### config.mk
export PLATFORM = sky130hd
export DESIGN_NAME = ptmc_timer
export DESIGN_NICKNAME = d
export VERILOG_FILES = /design/src/hw/ptmc_pkg.sv /design/src/hw/ptmc_timer.sv
export SDC_FILE = /design/constraint.sdc
export NUM_CORES = 1
export LEC_CHECK = 0
export BUFFER_PORTS_ARGS = -buffer_cell sky130_fd_sc_hd__buf_2
export CELL_PAD_IN_SITES_DETAIL_PLACEMENT = 0
export CELL_PAD_IN_SITES_GLOBAL_PLACEMENT = 2
export CORE_MARGIN = 2
export CORE_UTILIZATION = 37
export DETAILED_ROUTE_END_ITERATION = 12
export PLACE_DENSITY_LB_ADDON = 0.2
export SYNTH_ARGS = -nofsm -noshare
export SYNTH_HDL_FRONTEND = slang
export SYNTH_SLANG_ARGS = --single-unit
### constraint.sdc
create_clock -name clk -period 3.5 [get_ports clk]
set_input_delay 0.175 -clock clk [delete_from_list [all_inputs] [get_ports clk]]
set_output_delay 0.175 -clock clk [all_outputs]
set_load 0.02 [all_outputs]
### src/hw/ptmc_pkg.sv
// constants, register map and state carrier for the period timer mode control block
// assumes a single 25 MHz system clock and a 32-bit classic wishbone master
package ptmc_pkg;

	// ------------------------------------------------------------------
	// register map (byte addresses)
	// ------------------------------------------------------------------
	localparam logic [3:0] OFS_CTRL   = 4'h0;
	localparam logic [3:0] OFS_PERIOD = 4'h4;
	localparam logic [3:0] OFS_COUNT  = 4'h8;
	localparam logic [3:0] OFS_STATUS = 4'hC;

	// ------------------------------------------------------------------
	// field positions
	// ------------------------------------------------------------------
	localparam int CTRL_MODE_LSB  = 0;
	localparam int CTRL_ON_BIT    = 7;
	localparam int CTRL_OUTPUT_POSTSCALE_FIELD_LSB = 8;
	localparam int CTRL_PRESCALER_SYNC_BIT_BIT = 12;
	localparam int CTRL_ENABLE_SYNC_BIT_BIT = 13;
	localparam int CTRL_CKPS_LSB  = 14;
	localparam int STAT_FLAG_BIT  = 0;
	localparam int STAT_IE_BIT    = 1;

	// ------------------------------------------------------------------
	// reset values and counts
	// ------------------------------------------------------------------
	localparam logic [7:0] PERIOD_RST   = 8'hFF;
	localparam logic [7:0] COUNT_RST    = 8'h00;
	localparam int         IRQ_SYNC_DEF = 2;

	// ------------------------------------------------------------------
	// mode groups (upper mode bits)
	// ------------------------------------------------------------------
	localparam logic [1:0] GRP_FREE = 2'h0;
	localparam logic [1:0] GRP_ONE  = 2'h1;
	localparam logic [1:0] GRP_MONO = 2'h2;

	typedef struct packed {
		logic        cyc;
		logic        stb;
		logic        we;
		logic [3:0]  adr;
		logic [3:0]  sel;
		logic [31:0] dat;
	} ptmc_wb_req_t;

	typedef struct packed {
		logic        ack;
		logic [31:0] rdata;
		logic        timer_on;
		logic [4:0]  mode;
		logic [3:0]  output_postscale_field;
		logic [2:0]  ckps;
		logic        prescaler_sync_bit;
		logic        enable_sync_bit;
		logic [7:0]  period;
		logic [7:0]  count;
		logic        ie;
		logic        flag;
		logic        on_eff;
		logic        tin_prev;
		logic        ers_q;
		logic        started;
		logic [6:0]  pre;
		logic [3:0]  post;
		logic        tick_d;
		logic        post_pulse;
		logic [1:0]  irq_pipe;
	} ptmc_state_t;

endpackage

### src/hw/ptmc_timer.sv
// period timer with hardware limit: mode decode, postscaler, interrupt flag, wishbone slave
// assumes timer_clk_in, external_reset_signal and debug_mode are synchronous to clk
`timescale 1ns/1ps

module ptmc_timer
	import ptmc_pkg::*;
#(
	parameter int IRQ_SYNC = IRQ_SYNC_DEF
) (
	input  wire logic         clk,
	input  wire logic         nrst,
	input  wire ptmc_wb_req_t wb_req,
	output logic              wb_ack,
	output logic [31:0]       wb_dat_o,
	input  wire logic         timer_clk_in,
	input  wire logic         external_reset_signal,
	input  wire logic         debug_mode,
	output logic              irq_out,
	output logic              postscaled_out,
	output logic [7:0]        count_value
);

	// ------------------------------------------------------------------
	// elaboration checks
	// ------------------------------------------------------------------
	if (IRQ_SYNC < 1 || IRQ_SYNC > 2) begin : g_bad_sync
		$error("IRQ_SYNC must be 1 or 2");
	end

	ptmc_state_t s_reg;
	ptmc_state_t s_next;

	logic        bus_wr;
	logic [31:0] wmask;
	logic [31:0] ctrl_img;
	logic [31:0] stat_img;
	logic [31:0] merged;
	logic        ctrl_wr;
	logic        count_wr;
	logic        flag_clr;
	logic        tin_rise;
	logic [6:0]  pre_mask;
	logic        raw_tick;
	logic        tick;
	logic        ers_now;
	logic        ers_rise;
	logic        ers_fall;
	logic        match;
	logic [1:0]  grp;
	logic [2:0]  sub;
	logic        run;
	logic        rst_cnt;
	logic        start;
	logic        oneshot;
	logic        mono;
	logic        pulse;

	// ------------------------------------------------------------------
	// next-state logic
	// ------------------------------------------------------------------
	always_comb begin
		s_next = s_reg;
		// bus slave: ack one cycle after the request, dropped the next cycle
		s_next.ack = wb_req.cyc & wb_req.stb & ~s_reg.ack;
		bus_wr     = s_reg.ack & wb_req.cyc & wb_req.stb & wb_req.we;
		wmask      = {{8{wb_req.sel[3]}}, {8{wb_req.sel[2]}},
		              {8{wb_req.sel[1]}}, {8{wb_req.sel[0]}}};
		ctrl_img   = 32'h0000_0000;
		ctrl_img[CTRL_MODE_LSB +: 5]  = s_reg.mode;
		ctrl_img[CTRL_ON_BIT]         = s_reg.timer_on;
		ctrl_img[CTRL_OUTPUT_POSTSCALE_FIELD_LSB +: 4] = s_reg.output_postscale_field;
		ctrl_img[CTRL_PRESCALER_SYNC_BIT_BIT]      = s_reg.prescaler_sync_bit;
		ctrl_img[CTRL_ENABLE_SYNC_BIT_BIT]      = s_reg.enable_sync_bit;
		ctrl_img[CTRL_CKPS_LSB +: 3]  = s_reg.ckps;
		stat_img   = 32'h0000_0000;
		stat_img[STAT_FLAG_BIT] = s_reg.flag;
		stat_img[STAT_IE_BIT]   = s_reg.ie;
		if (!s_reg.ack) begin
			unique case (wb_req.adr)
				OFS_CTRL:   s_next.rdata = ctrl_img;
				OFS_PERIOD: s_next.rdata = {24'h00_0000, s_reg.period};
				OFS_COUNT:  s_next.rdata = {24'h00_0000, s_reg.count};
				OFS_STATUS: s_next.rdata = stat_img;
				default:    s_next.rdata = 32'h0000_0000;
			endcase
		end
		ctrl_wr  = bus_wr && wb_req.adr == OFS_CTRL && wb_req.sel != 4'h0;
		count_wr = bus_wr && wb_req.adr == OFS_COUNT && wb_req.sel[0];
		flag_clr = bus_wr && wb_req.adr == OFS_STATUS && wb_req.sel[0]
		           && wb_req.dat[STAT_FLAG_BIT];
		merged   = (ctrl_img & ~wmask) | (wb_req.dat & wmask);

		// prescaler on rising edges of the timer input
		s_next.tin_prev = timer_clk_in;
		tin_rise = timer_clk_in & ~s_reg.tin_prev;
		pre_mask = 7'((8'h01 << s_reg.ckps) - 8'h01);
		raw_tick = tin_rise & (&(s_reg.pre | ~pre_mask));
		if (tin_rise) begin
			s_next.pre = raw_tick ? 7'h00 : s_reg.pre + 7'h01;
		end
		// extra stage trades one clock of latency for a clean counter read
		s_next.tick_d = raw_tick;
		tick = s_reg.prescaler_sync_bit ? s_reg.tick_d : raw_tick;

		// enable resynchronisation
		if (s_reg.enable_sync_bit) begin
			if (tick) begin
				s_next.on_eff = s_reg.timer_on;
			end
		end else begin
			s_next.on_eff = s_reg.timer_on;
		end

		// external signal, sampled on timer ticks; frozen in debug
		ers_now  = debug_mode ? s_reg.ers_q : external_reset_signal;
		ers_rise = tick & ers_now & ~s_reg.ers_q;
		ers_fall = tick & ~ers_now & s_reg.ers_q;
		if (tick) begin
			s_next.ers_q = ers_now;
		end

		// mode decode
		grp     = s_reg.mode[4:3];
		sub     = s_reg.mode[2:0];
		match   = s_reg.count == s_reg.period;
		run     = 1'b0;
		rst_cnt = 1'b0;
		start   = 1'b0;
		oneshot = 1'b0;
		mono    = 1'b0;
		unique case (grp)
			GRP_FREE: begin
				run = 1'b1;
				unique case (sub)
					3'h1: run = ers_now;
					3'h2: run = ~ers_now;
					3'h3: rst_cnt = ers_rise | ers_fall;
					3'h4: rst_cnt = ers_rise;
					3'h5: rst_cnt = ers_fall;
					3'h6: rst_cnt = ~ers_now;
					3'h7: rst_cnt = ers_now;
					default: ;
				endcase
			end
			GRP_ONE: begin
				oneshot = 1'b1;
				unique case (sub)
					3'h0: start = 1'b1;
					3'h1: start = ers_rise;
					3'h2: start = ers_fall;
					3'h3: start = ers_rise | ers_fall;
					3'h4: begin
						start   = ers_rise;
						rst_cnt = s_reg.started & ers_rise;
					end
					3'h5: begin
						start   = ers_fall;
						rst_cnt = s_reg.started & ers_fall;
					end
					3'h6: begin
						start   = ers_rise;
						rst_cnt = s_reg.started & ~ers_now;
					end
					default: begin
						start   = ers_fall;
						rst_cnt = s_reg.started & ers_now;
					end
				endcase
				run = s_reg.started | start;
			end
			GRP_MONO: begin
				unique case (sub)
					3'h1: start = ers_rise;
					3'h2: start = ers_fall;
					3'h3: start = ers_rise | ers_fall;
					3'h6: begin
						start   = ers_now;
						rst_cnt = s_reg.started & ~ers_now;
					end
					3'h7: begin
						start   = ~ers_now;
						rst_cnt = s_reg.started & ers_now;
					end
					default: ;
				endcase
				mono    = sub inside {3'h1, 3'h2, 3'h3};
				oneshot = sub inside {3'h6, 3'h7};
				run     = (mono | oneshot) & (s_reg.started | start);
			end
			default: ;
		endcase

		// counter and postscaler
		pulse = 1'b0;
		if (!s_reg.on_eff) begin
			s_next.started = 1'b0;
		end else if (tick) begin
			if (rst_cnt) begin
				s_next.count = 8'h00;
				s_next.pre   = 7'h00;
				s_next.post  = 4'h0;
			end else if (run) begin
				s_next.started = 1'b1;
				if (match) begin
					s_next.count = 8'h00;
					if (s_reg.post == s_reg.output_postscale_field) begin
						pulse       = 1'b1;
						s_next.post = 4'h0;
					end else begin
						s_next.post = s_reg.post + 4'h1;
					end
					if (oneshot) begin
						s_next.timer_on = 1'b0;
						s_next.on_eff   = 1'b0;
						s_next.started  = 1'b0;
					end
					if (mono) begin
						s_next.started = 1'b0;
					end
				end else begin
					s_next.count = s_reg.count + 8'h01;
				end
			end
		end
		s_next.post_pulse = pulse;
		s_next.irq_pipe   = {s_reg.irq_pipe[0], pulse};

		// software writes; a ctrl or count write restarts both scalers
		if (ctrl_wr) begin
			s_next.mode     = merged[CTRL_MODE_LSB +: 5];
			s_next.timer_on = merged[CTRL_ON_BIT];
			s_next.output_postscale_field    = merged[CTRL_OUTPUT_POSTSCALE_FIELD_LSB +: 4];
			s_next.prescaler_sync_bit    = merged[CTRL_PRESCALER_SYNC_BIT_BIT];
			s_next.enable_sync_bit    = merged[CTRL_ENABLE_SYNC_BIT_BIT];
			s_next.ckps     = merged[CTRL_CKPS_LSB +: 3];
		end
		if (bus_wr && wb_req.adr == OFS_PERIOD && wb_req.sel[0]) begin
			s_next.period = wb_req.dat[7:0];
		end
		if (count_wr) begin
			s_next.count = wb_req.dat[7:0];
		end
		if (ctrl_wr || count_wr) begin
			s_next.pre  = 7'h00;
			s_next.post = 4'h0;
		end
		if (bus_wr && wb_req.adr == OFS_STATUS && wb_req.sel[0]) begin
			s_next.ie = wb_req.dat[STAT_IE_BIT];
		end
		if (flag_clr) begin
			s_next.flag = 1'b0;
		end
		// a match landing on the clear still leaves the flag set
		if (s_reg.irq_pipe[IRQ_SYNC-1]) begin
			s_next.flag = 1'b1;
		end
	end

	// ------------------------------------------------------------------
	// state register
	// ------------------------------------------------------------------
	always_ff @(posedge clk or negedge nrst) begin
		if (!nrst) begin
			s_reg        <= '0;
			s_reg.period <= PERIOD_RST;
			s_reg.count  <= COUNT_RST;
		end else begin
			s_reg <= s_next;
		end
	end

	assign wb_ack         = s_reg.ack;
	assign wb_dat_o       = s_reg.rdata;
	assign irq_out        = s_reg.flag & s_reg.ie;
	assign postscaled_out = s_reg.post_pulse;
	assign count_value    = s_reg.count;
endmodule

==> run summary, run 1 <==
Total grt overflow: 0
Post-synth EDFFs: 0
Final Hold Viols: 0
Status: complete, no violations
Crit. End Element: flop
Power Density: 421.5 nW/um^2
Final min period: 2.948 ns
Yosys reg bits: 69
Multi-input logic area: 2132 sq um
Site Rows: 39
Leakage: 2.241 nW
Clk sinks: 69
DP HPWL: 7588 um
Slew margin rel.: 0.2814
Post-CTS Setup Inserts: 0
Setup TNS: 0 ns
Post-route DRC: 0
Most frequent cells in the layout: 61 x dfrtp_1, 60 x buf_2, 37 x nand2_1
Starting Density: 0.3765
Setup repair after global routing missed its margin: false
Register area: 1737 sq um
Chip Height: 111.3 um
CTS max path bufs: 2
Cells after Synth: 435
Worst Path Arrival: 3.17 ns
Ys Warns: 0
Dpl ws: 0.6415 ns
Detailed Route WL: 10,510 um
Area growth, synth to finish: 11.89%
Core area: 11,320 sq um
Most common cell after layout, fill and taps aside: dfrtp_1
Seq/Total Area, Yosys: 0.4074
Layout Skew: 0.007965 ns
# nets final: 525
Syn avg cell area: 9.800 sq um
Final WS setup: 0.5519 ns
Antenna violations before repair: 0
Die Wd: 111.3 um
Routed len/inst: 17.00 um
Least-Margin Pin Slew: 1.078 ns
Post-Syn Area: 4263 sq um
Unique masters post-synth: 66
Max FO, Critical Path: 13
I/O Pins: 91
Iter 0 DRT Violations: 114
Clk_lat worst skew: 0.34 ns
CP startpoint kind: input pin
DR vias/cell: 5.291
Max IR drop VDD: 282.8 uV
Routed via count: 3,270
Pins Over Slew Limit: 0
Hold slack: 0.04199 ns
CTS tree: yes
Reg clk slew, reported paths: 0.06 ns
Fill count: 1,161
GRT Resource Usage Total: 0.1760
Fmax achieved: 339.2 MHz
Root buffer cell: clkbuf_16
Die ar.: 12,400 sq um
Routed Antenna Nets: 0
Port Buf Inserts: 60
Fraction of registers with async set/reset: 1.000
Ys flop type: dfrtp_1
First-pass GRT wire length: 17,240 um
Worst Hold Class: in -> async
Layout cell share with drive strength beyond 1: 0.2716
Vias in the first global route: 3,191
H-tree Lvls: 3
Largest net degree at the start of global routing: 47
Routability cong.: 0.8216
Setup violators final: 0
Drt first pass iters: 4
Crit share post-route: 0.8423
Critical path class: in -> reg
Ant. Diodes: 0
Max Cap Violations: 0
TritonCTS Buffers: 9
Critical Path RT: 3.72 ns
==> cells by family after synthesis <==
logic type                 count (synthesis)  synth area share
other                                      1         0.0008797
muxes                                     32           0.08776
AOI/OAI and AO/OA                         96            0.1647
DFF                                       69            0.4074
and+or+nand+nor                          140            0.1755
xor gates and xnor gates                  18           0.03698
adders and majority gates                  7           0.02054
buffers and inverters                     72            0.1063
==> critical path, cell delays in order <==
cell,delay (ns)
dlygate4sd3_1,0.52
buf_2,0.10
nor2b_1,0.41
nand2_1,0.11
or4_4,0.60
o21a_4,0.26
o211ai_2,0.55
o21ai_0,0.19
a22o_1,0.25
==> worst paths after layout <==
check | start | to | slack, ns | cells after the start
worst max-delay path | timer_clk_in | count_value[2] | 0.55 | 9
worst min register to register | s_next[1] | s_reg[1] | 0.38 | 0
worst max register to register | s_reg[17] | count_value[2] | 0.67 | 7
min in group clk | wb_req[14] | flop | 0.07 | 2
max in group asynchronous | nrst | s_reg[32] | 2.58 | 2
worst min-delay path | nrst | count_value[0] | 0.04 | 1
==> through the flow <==
step	area, sq um	utilization	total power [mW]	instances
CTS	4770	0.4213	2.041	618
finish	4770	0.4213	2.010	618
global route	4770	0.4213	2.101	618
floorplan	4315	-	1.034	449
global placement	4457	0.3937	1.096	601
detailed placement	4457	0.3937	1.098	601
==> final cells by class <==
class,count,area share
multi-input combinational,308,0.4470
sequential,69,0.3641
timing repair buffer,69,0.07765
clock buffer,11,0.05089
tap,143,0.03751
clock inverter,5,0.01259
inverter,13,0.01023
==> repair_timing <==
action / 4_1_cts / 5_1_grt
hold buffers: 1 / 0
endpoints found under the hold margin: 1 / 0
gates resized for setup: 0 / 0
==> cells in the mapped netlist (2+ instances only) <==
master / n / area share
ha_1: 7 / 0.021
nor3_1: 6 / 0.0070
nand3b_1: 6 / 0.011
a21oi_1: 14 / 0.016
a31oi_1: 3 / 0.0044
o22ai_1: 5 / 0.0073
nor3b_1: 3 / 0.0053
nor4b_1: 5 / 0.010
a211oi_1: 3 / 0.0053
nand4bb_1: 2 / 0.0053
a22o_1: 16 / 0.033
xnor2_1: 5 / 0.010
xor2_1: 13 / 0.027
nand3_1: 10 / 0.012
nand2b_1: 11 / 0.016
dfstp_2: 8 / 0.049
and3_1: 7 / 0.010
o211ai_1: 2 / 0.0035
buf_4: 43 / 0.076
mux2_2: 23 / 0.061
mux2i_1: 7 / 0.016
nand2_1: 37 / 0.033
a311oi_1: 2 / 0.0041
nor2b_1: 2 / 0.0029
clkbuf_1: 4 / 0.0035
dfrtp_1: 61 / 0.36
inv_1: 13 / 0.011
nor4_1: 6 / 0.0088
nor2_1: 29 / 0.026
nand4_1: 5 / 0.0073
mux4_2: 2 / 0.011
o2bb2ai_1: 2 / 0.0041
or3b_2: 2 / 0.0041
o31ai_1: 5 / 0.0088
a22oi_1: 3 / 0.0053
o21ai_1: 4 / 0.0047
o21a_1: 2 / 0.0035
or3_1: 3 / 0.0044
buf_2: 10 / 0.012
o21ai_0: 18 / 0.021
==> power breakdown <==
| part | internal (mW) | switching [mW] |
|---|---|---|
| logic | 0.0833 | 0.129 |
| registers | 0.826 | 0.0457 |
| clock network | 0.572 | 0.354 |
==> per-layer routing <==
metal | vias up | global-route usage | share of wire
li1 | 1581 | - | -
met1 | 1606 | 0.2473 | 0.48
met2 | 71 | 0.2715 | 0.46
met3 | 12 | 0.03811 | 0.041
met4 | 0 | 0.05926 | 0.017
met5 | - | 0 | 0
No activity file was read; power rests on OpenSTA's default activity.
==> inputs of run 2 (changes only) <==
--- a/config.mk
+++ b/config.mk
@@ -9,7 +9,7 @@
 export CELL_PAD_IN_SITES_DETAIL_PLACEMENT = 0
 export CELL_PAD_IN_SITES_GLOBAL_PLACEMENT = 2
 export CORE_MARGIN = 2
-export CORE_UTILIZATION = 37
+export CORE_UTILIZATION = 34
 export DETAILED_ROUTE_END_ITERATION = 12
 export PLACE_DENSITY_LB_ADDON = 0.2
 export SYNTH_ARGS = -nofsm -noshare
==> constraint.sdc (replaced) <==
create_clock -name clk -period 2.8 [get_ports clk]
set_input_delay 0.14 -clock clk [delete_from_list [all_inputs] [get_ports clk]]
set_output_delay 0.14 -clock clk [all_outputs]
set_load 0.02 [all_outputs]
==> run 2 against run 1 <==
Global-route usage is 1.1 points lower. Count of clock-buffer cells in the layout grew 1. Highest routed layer unchanged. Clock skew shrank 0.0024 ns. Register-to-register slack got worse by 0.48 ns.
==> run summary, run 2 (same netlist as run 1, synthesis figures left out) <==
GRT Resource Usage Total: 0.1652 (-0.01074)
Worst Hold Class: in -> reg
Site Rows: 40 (+2.6%)
Comb pwr share: 0.119 (+0.013)
Layout cell share with drive strength beyond 1: 0.2901 (+0.01854)
Iter 0 DRT Violations: 128 (+12%)
Worst Path Arrival: 2.82 ns (-0.35 ns)
CTS tree: yes
Critical path's top delay family: compound AO/OA/AOI/OAI gates
CTS max path bufs: 2 (unchanged)
Clk_lat worst skew: 0.32 ns (-0.02 ns)
Port Buf Inserts: 60 (unchanged)
Worst path max stage delay: 0.48 ns (-0.12 ns)
Starting Density: 0.3520 (-0.02458)
Crit. End Element: flop
Crit share post-route: 0.9332
NetSw: 0.6387 mW (+21%)
Antenna violations before repair: 0 (unchanged)
Slowest stage cell, crit path: or4b_1
Die Wd: 116.0 um (+4.2%)
Least-Margin Pin Slew: 0.7654 ns (-0.3125 ns)
Dpl ws: 0.1336 ns (-0.5079 ns)
Critical Path RT: 3.01 ns (-0.71 ns)
Hold Path Origin: wb_req[11]
Core area: 12,110 sq um (+7.0%)
Power Internal: 1.863 mW (+26%)
Total grt overflow: 0 (unchanged)
Hold slack: 0.04654 ns (+0.004545 ns)
Final Core Density: 0.4040 (-0.01728)
Routability cong.: 0.7575 (-7.8%)
Die ar.: 13,450 sq um (+8.5%)
Worst path cell trace: inv_1 -> ha_1 -> or4b_1 -> o211ai_1 -> o22ai_1 -> a31o_2 -> nor3b_1 -> a221o_1
# nets final: 536 (+2.1%)
Post-Layout Cell Count: 654 (+5.8%)
Final min period: 2.613 ns
Setup violators final: 0 (unchanged)
TritonCTS Buffers: 9 (unchanged)
Pins Over Slew Limit: 0 (unchanged)
Leakage: 2.294 nW (+2.4%)
Clk sinks: 69 (unchanged)
Fill count: 1,239 (+6.7%)
Routed Antenna Nets: 0 (unchanged)
CP startpoint kind: flop
DP HPWL: 7688 um (+1.3%)
Power Density: 511.2 nW/um^2 (+21%)
First-pass GRT wire length: 17,230 um (about the same)
Ant. Diodes: 0 (unchanged)
Total Power: 2.502 mW (+24%)
Worst Path Buf+Inv: 1 (-1)
Max Cap Violations: 0 (unchanged)
Max FO, Critical Path: 16 (+3)
Sequential cell fraction of total power: 0.431 (-0.002)
Area growth, synth to finish: 14.79%
Sw Ratio: 0.2553 (-0.007842)
Detailed Route WL: 10,500 um (about the same)
Root buffer cell: clkbuf_16
H-tree Lvls: 3 (unchanged)
Final WS setup: 0.1870 ns (-0.3649 ns)
Routed len/inst: 16.06 um (-5.5%)
Layout Skew: 0.005571 ns (-0.002395 ns)
Post-route DRC: 0 (unchanged)
Fmax achieved: 382.7 MHz
Final Hold Viols: 0 (unchanged)
Placed Instances: 635 (+5.7%)
I/O Pins: 91 (unchanged)
Routed via count: 3,314 (+1.3%)
Chip Height: 116.0 um (+4.2%)
DR vias/cell: 5.067 (-4.2%)
Reg clk slew, reported paths: 0.06 ns (about the same)
Vias in the first global route: 3,223 (+1.0%)
Max IR drop VDD: 342.3 uV (+21%)
Most frequent cells in the layout: 60 x buf_2, 58 x dfrtp_1, 37 x nand2_1
Setup repair after global routing missed its margin: true
Most common cell after layout, fill and taps aside: buf_2
Slew margin rel.: 0.4878 (+0.2064)
Status: complete, no violations
Critical path class: reg -> reg
Drt first pass iters: 4 (unchanged)
Clk network pwr share: 0.450 (-0.011)
Largest net degree at the start of global routing: 70 (+49%)
-- run 2: cell count changes in the layout (fill, tap and decap cells not counted) --
| cell | delta |
|---|---|
| buf_4 | +9 |
| dlygate4sd3_1 | +1 |
| buf_12 | +1 |
| clkbuf_1 | +1 |
| dfrtp_1 | -3 |
| clkinv_2 | +1 |
| clkinv_4 | -2 |
| dfrtp_2 | +3 |
-- run 2: what timing repair did --
item                       4_1_cts  5_1_grt
setup endpoints to repair        0       11
hold buffers                     2        0
buffers inserted                 0        1
resized for setup                0        3
hold endpoints to repair        62        0
-- run 2: final cells by class --
| cell class | instances | area, sq um | share of cell area |
|---|---|---|---|
| Multi-Input combinational cell | 308 | 2132 | 0.4357 |
| Sequential cell | 69 | 1740 | 0.3557 |
| Timing Repair Buffer | 80 | 467.9 | 0.09563 |
| Clock buffer | 12 | 246.5 | 0.05037 |
| Tap cell | 168 | 210.2 | 0.04296 |
| Inverter | 13 | 48.80 | 0.009972 |
| Clock inverter | 4 | 47.55 | 0.009716 |
-- run 2: worst paths after layout --
| check | endpoint | depth (start not counted) | slack [ns] |
|---|---|---|---|
| min reg2reg | s_reg[1] | 0 | 0.38 |
| min | flop | 2 | 0.05 |
| min in group asynchronous | count_value[0] | 3 | 0.37 |
| max | count_value[0] | 8 | 0.19 |
| max reg2reg | count_value[0] | 8 | 0.19 |
| max in group asynchronous | s_reg[29] | 3 | 2.07 |
-- run 2: metrics by stage --
stage	TNS (ns)	cell area, sq um
finish	0	4893
global route	-0.02773	4893
CTS	0	4882
detailed placement	0	4568
global placement	0	4568
floorplan	0	4315
-- run 2: worst reg2reg max path: cells and delay by family (launching register included) --
family                   cells  cell delay [ns]
flip-flops                   1             0.42
adder cells (fa/ha/maj)      1             0.28
buffers and inverters        1             0.08
AO/OA/AOI/OAI                4             1.04
AND/OR/NAND/NOR              2             0.67
-- run 2: routing by layer --
metal	track usage	up-vias	wire length [um]
met5	0	-	0
met4	0.03333	0	58
met3	0.03452	5	424
met2	0.2624	70	4925
met1	0.2348	1627	5094
li1	-	1612	-
-- run 2: power by group through the flow --
stage	sequential, mW	clock [mW]	combinational, mW
floorplan	1.08	0	0.211
global placement	1.09	0	0.296
detailed placement	1.09	0	0.297
CTS	1.08	1.17	0.301
global route	1.08	1.21	0.331
finish	1.08	1.13	0.297
==> inputs of run 3 (changes only) <==
==> constraint.sdc (replaced) <==
create_clock -name clk -period 2.8 [get_ports clk]
set_input_delay 0.56 -clock clk [delete_from_list [all_inputs] [get_ports clk]]
set_output_delay 0.56 -clock clk [all_outputs]
set_load 0.02 [all_outputs]
==> run 3 against run 2 <==
Total power is 6.3% higher. Count of clock-buffer cells in the layout is 1 lower. Non-clock buffer count is 6 higher. Sequential share of layout area is 0.71 points lower. Worst hold slack better by 0.19 ns. Die area stayed put. Design area is 1.8% higher. Clock skew hardly changed. Register-to-register slack better by 0.07 ns. Critical path type unchanged. Largest cell class unchanged. Largest power group unchanged.
==> run summary, run 3 (same netlist as run 1, synthesis figures left out) <==
Routed via count: 3,335 (+0.63%)
Slowest stage cell, crit path: or4b_1
Worst Path Arrival: 2.76 ns (-0.06 ns)
Critical path's top delay family: compound AO/OA/AOI/OAI gates
Status: complete, no violations
TritonCTS Buffers: 9 (unchanged)
Drt first pass iters: 4 (unchanged)
Detailed Route WL: 10,750 um (+2.4%)
Max FO, Critical Path: 9 (-7)
Critical path destination: s_reg[6]
Post-route DRC: 0 (unchanged)
CP startpoint kind: flop
Setup TNS: 0 ns (unchanged)
DR vias/cell: 5.053 (-0.28%)
Pins Over Slew Limit: 0 (unchanged)
Total grt overflow: 0 (unchanged)
Starting Density: 0.3520 (unchanged)
Routed Antenna Nets: 0 (unchanged)
Area growth, synth to finish: 16.88%
Worst path depth: 7 (-1)
Most frequent cells in the layout: 61 x dfrtp_1, 60 x buf_2, 37 x nand2_1
Ant. Diodes: 0 (unchanged)
Setup repair after global routing missed its margin: false
H-tree Lvls: 3 (unchanged)
Routed len/inst: 16.29 um (+1.4%)
Routability cong.: 0.7829 (+3.4%)
Vias in the first global route: 3,323 (+3.1%)
Largest net degree at the start of global routing: 70 (unchanged)
Clk sinks: 69 (unchanged)
Die Wd: 116.0 um (unchanged)
Reg clk slew, reported paths: 0.06 ns (about the same)
Critical Path RT: 3.02 ns (about the same)
Root buffer cell: clkbuf_16
Post-CTS Setup Inserts: 0 (unchanged)
Worst path max stage delay: 0.46 ns (-0.02 ns)
Layout cell share with drive strength beyond 1: 0.3008 (+0.01069)
Setup violators final: 0 (unchanged)
First-pass GRT wire length: 17,570 um (+2.0%)
Reg2reg setup slack: 0.25 ns (+0.07 ns)
Layout Skew: 0.005993 ns (+0.0004221 ns)
GRT Resource Usage Total: 0.1705 (+0.005302)
Hold slack: 0.2389 ns (+0.1923 ns)
Worst Hold Class: in -> async
Clk_lat worst skew: 0.34 ns (+0.02 ns)
Crit share post-route: 0.9095 (-0.02371)
Worst path cell trace: ha_1 -> or4b_1 -> o211ai_1 -> o22ai_1 -> o2111ai_4 -> nor3_1 -> a311o_1
Chip Height: 116.0 um (unchanged)
Max IR drop VDD: 313.4 uV (-8.5%)
Iter 0 DRT Violations: 141 (+10%)
Fmax achieved: 392.7 MHz (+2.6%)
Final Cell Area: 4982 sq um (+1.8%)
Die ar.: 13,450 sq um (unchanged)
# nets final: 542 (+1.1%)
Site Rows: 40 (unchanged)
CTS max path bufs: 2 (unchanged)
Final min period: 2.547 ns (-0.06639 ns)
CTS tree: yes
Final Hold Viols: 0 (unchanged)
Port Buf Inserts: 60 (unchanged)
Max Cap Violations: 0 (unchanged)
Power Density: 533.7 nW/um^2 (+4.4%)
Most common cell after layout, fill and taps aside: dfrtp_1
Critical path class: reg -> reg
Crit. End Element: flop
Area after DPL: 4648 sq um (+1.8%)
Post_cts resized: 0 (unchanged)
Leakage: 2.355 nW (+2.7%)
Hold buffer count at CTS: 0 (-2)
Antenna violations before repair: 0 (unchanged)
Core area: 12,110 sq um (unchanged)
DP HPWL: 7852 um (+2.1%)
R2R cell count: 7 (-1)
I/O Pins: 91 (unchanged)
Fill count: 1,233 (-0.48%)
Reg2reg end: s_reg[6]
Worst Path Buf+Inv: 0 (-1)
[run 3: cell count changes in the layout (fill, tap and decap cells not counted)]
cell           change
dfrtp_2            -3
buf_12             +1
clkbuf_8           +1
dfrtp_1            +3
bufinv_16          +1
clkinv_2           -1
clkbuf_1           -2
buf_4              +7
inv_6              +1
dlygate4sd3_1      -2
[run 3: worst min path at each step]
| stage | start | endpoint | depth (start not counted) |
|---|---|---|---|
| floorplan | nrst | asynchronous set/reset pin | 0 |
| global placement | s_next[1] | s_reg[1] | 0 |
| detailed placement | s_next[1] | s_reg[1] | 0 |
| CTS | nrst | wb_dat_o[4] | 2 |
| global route | nrst | count_value[4] | 2 |
| finish | nrst | count_value[2] | 2 |
[run 3: layout make-up]
cell class                 instances  area (sq um)  area share
clock inverter                     5         81.33     0.01632
clock buffer                      11         252.7     0.05073
tap                              168         210.2     0.04219
timing repair buffer              86         520.5      0.1045
multi-input combinational        308          2132      0.4279
sequential                        69          1737      0.3486
inverter                          13         48.80    0.009794
[run 3: power breakdown]
part / leakage [nW] / switching (mW) / total (mW) / internal (mW)
registers: 0.913 / 0.0427 / 1.07 / 1.03
logic: 1.28 / 0.185 / 0.308 / 0.123
clock network: 0.162 / 0.447 / 1.28 / 0.830
total: 2.36 / 0.675 / 2.66 / 1.98
[run 3: routing by layer]
layer	wire (um)	global-route usage	part of all wire	up-vias
li1	-	-	-	1614
met1	5127	0.2324	0.48	1642
met2	5128	0.2694	0.48	70
met3	386	0.03713	0.036	9
met4	110	0.05873	0.010	0
met5	0	0	0	-
[run 3: stage by stage]
step | worst slack (ns) | instances | util | power (mW)
final | 0.2534 | 660 | 0.4114 | 2.659
after global routing | 0.05395 | 660 | 0.4114 | 2.783
after CTS | 0.2292 | 660 | 0.4114 | 2.697
after detailed placement | 0.1224 | 644 | 0.3838 | 1.401
after global placement | 0.1198 | 644 | 0.3838 | 1.399
after floorplan | 0.3460 | 449 | - | 1.293
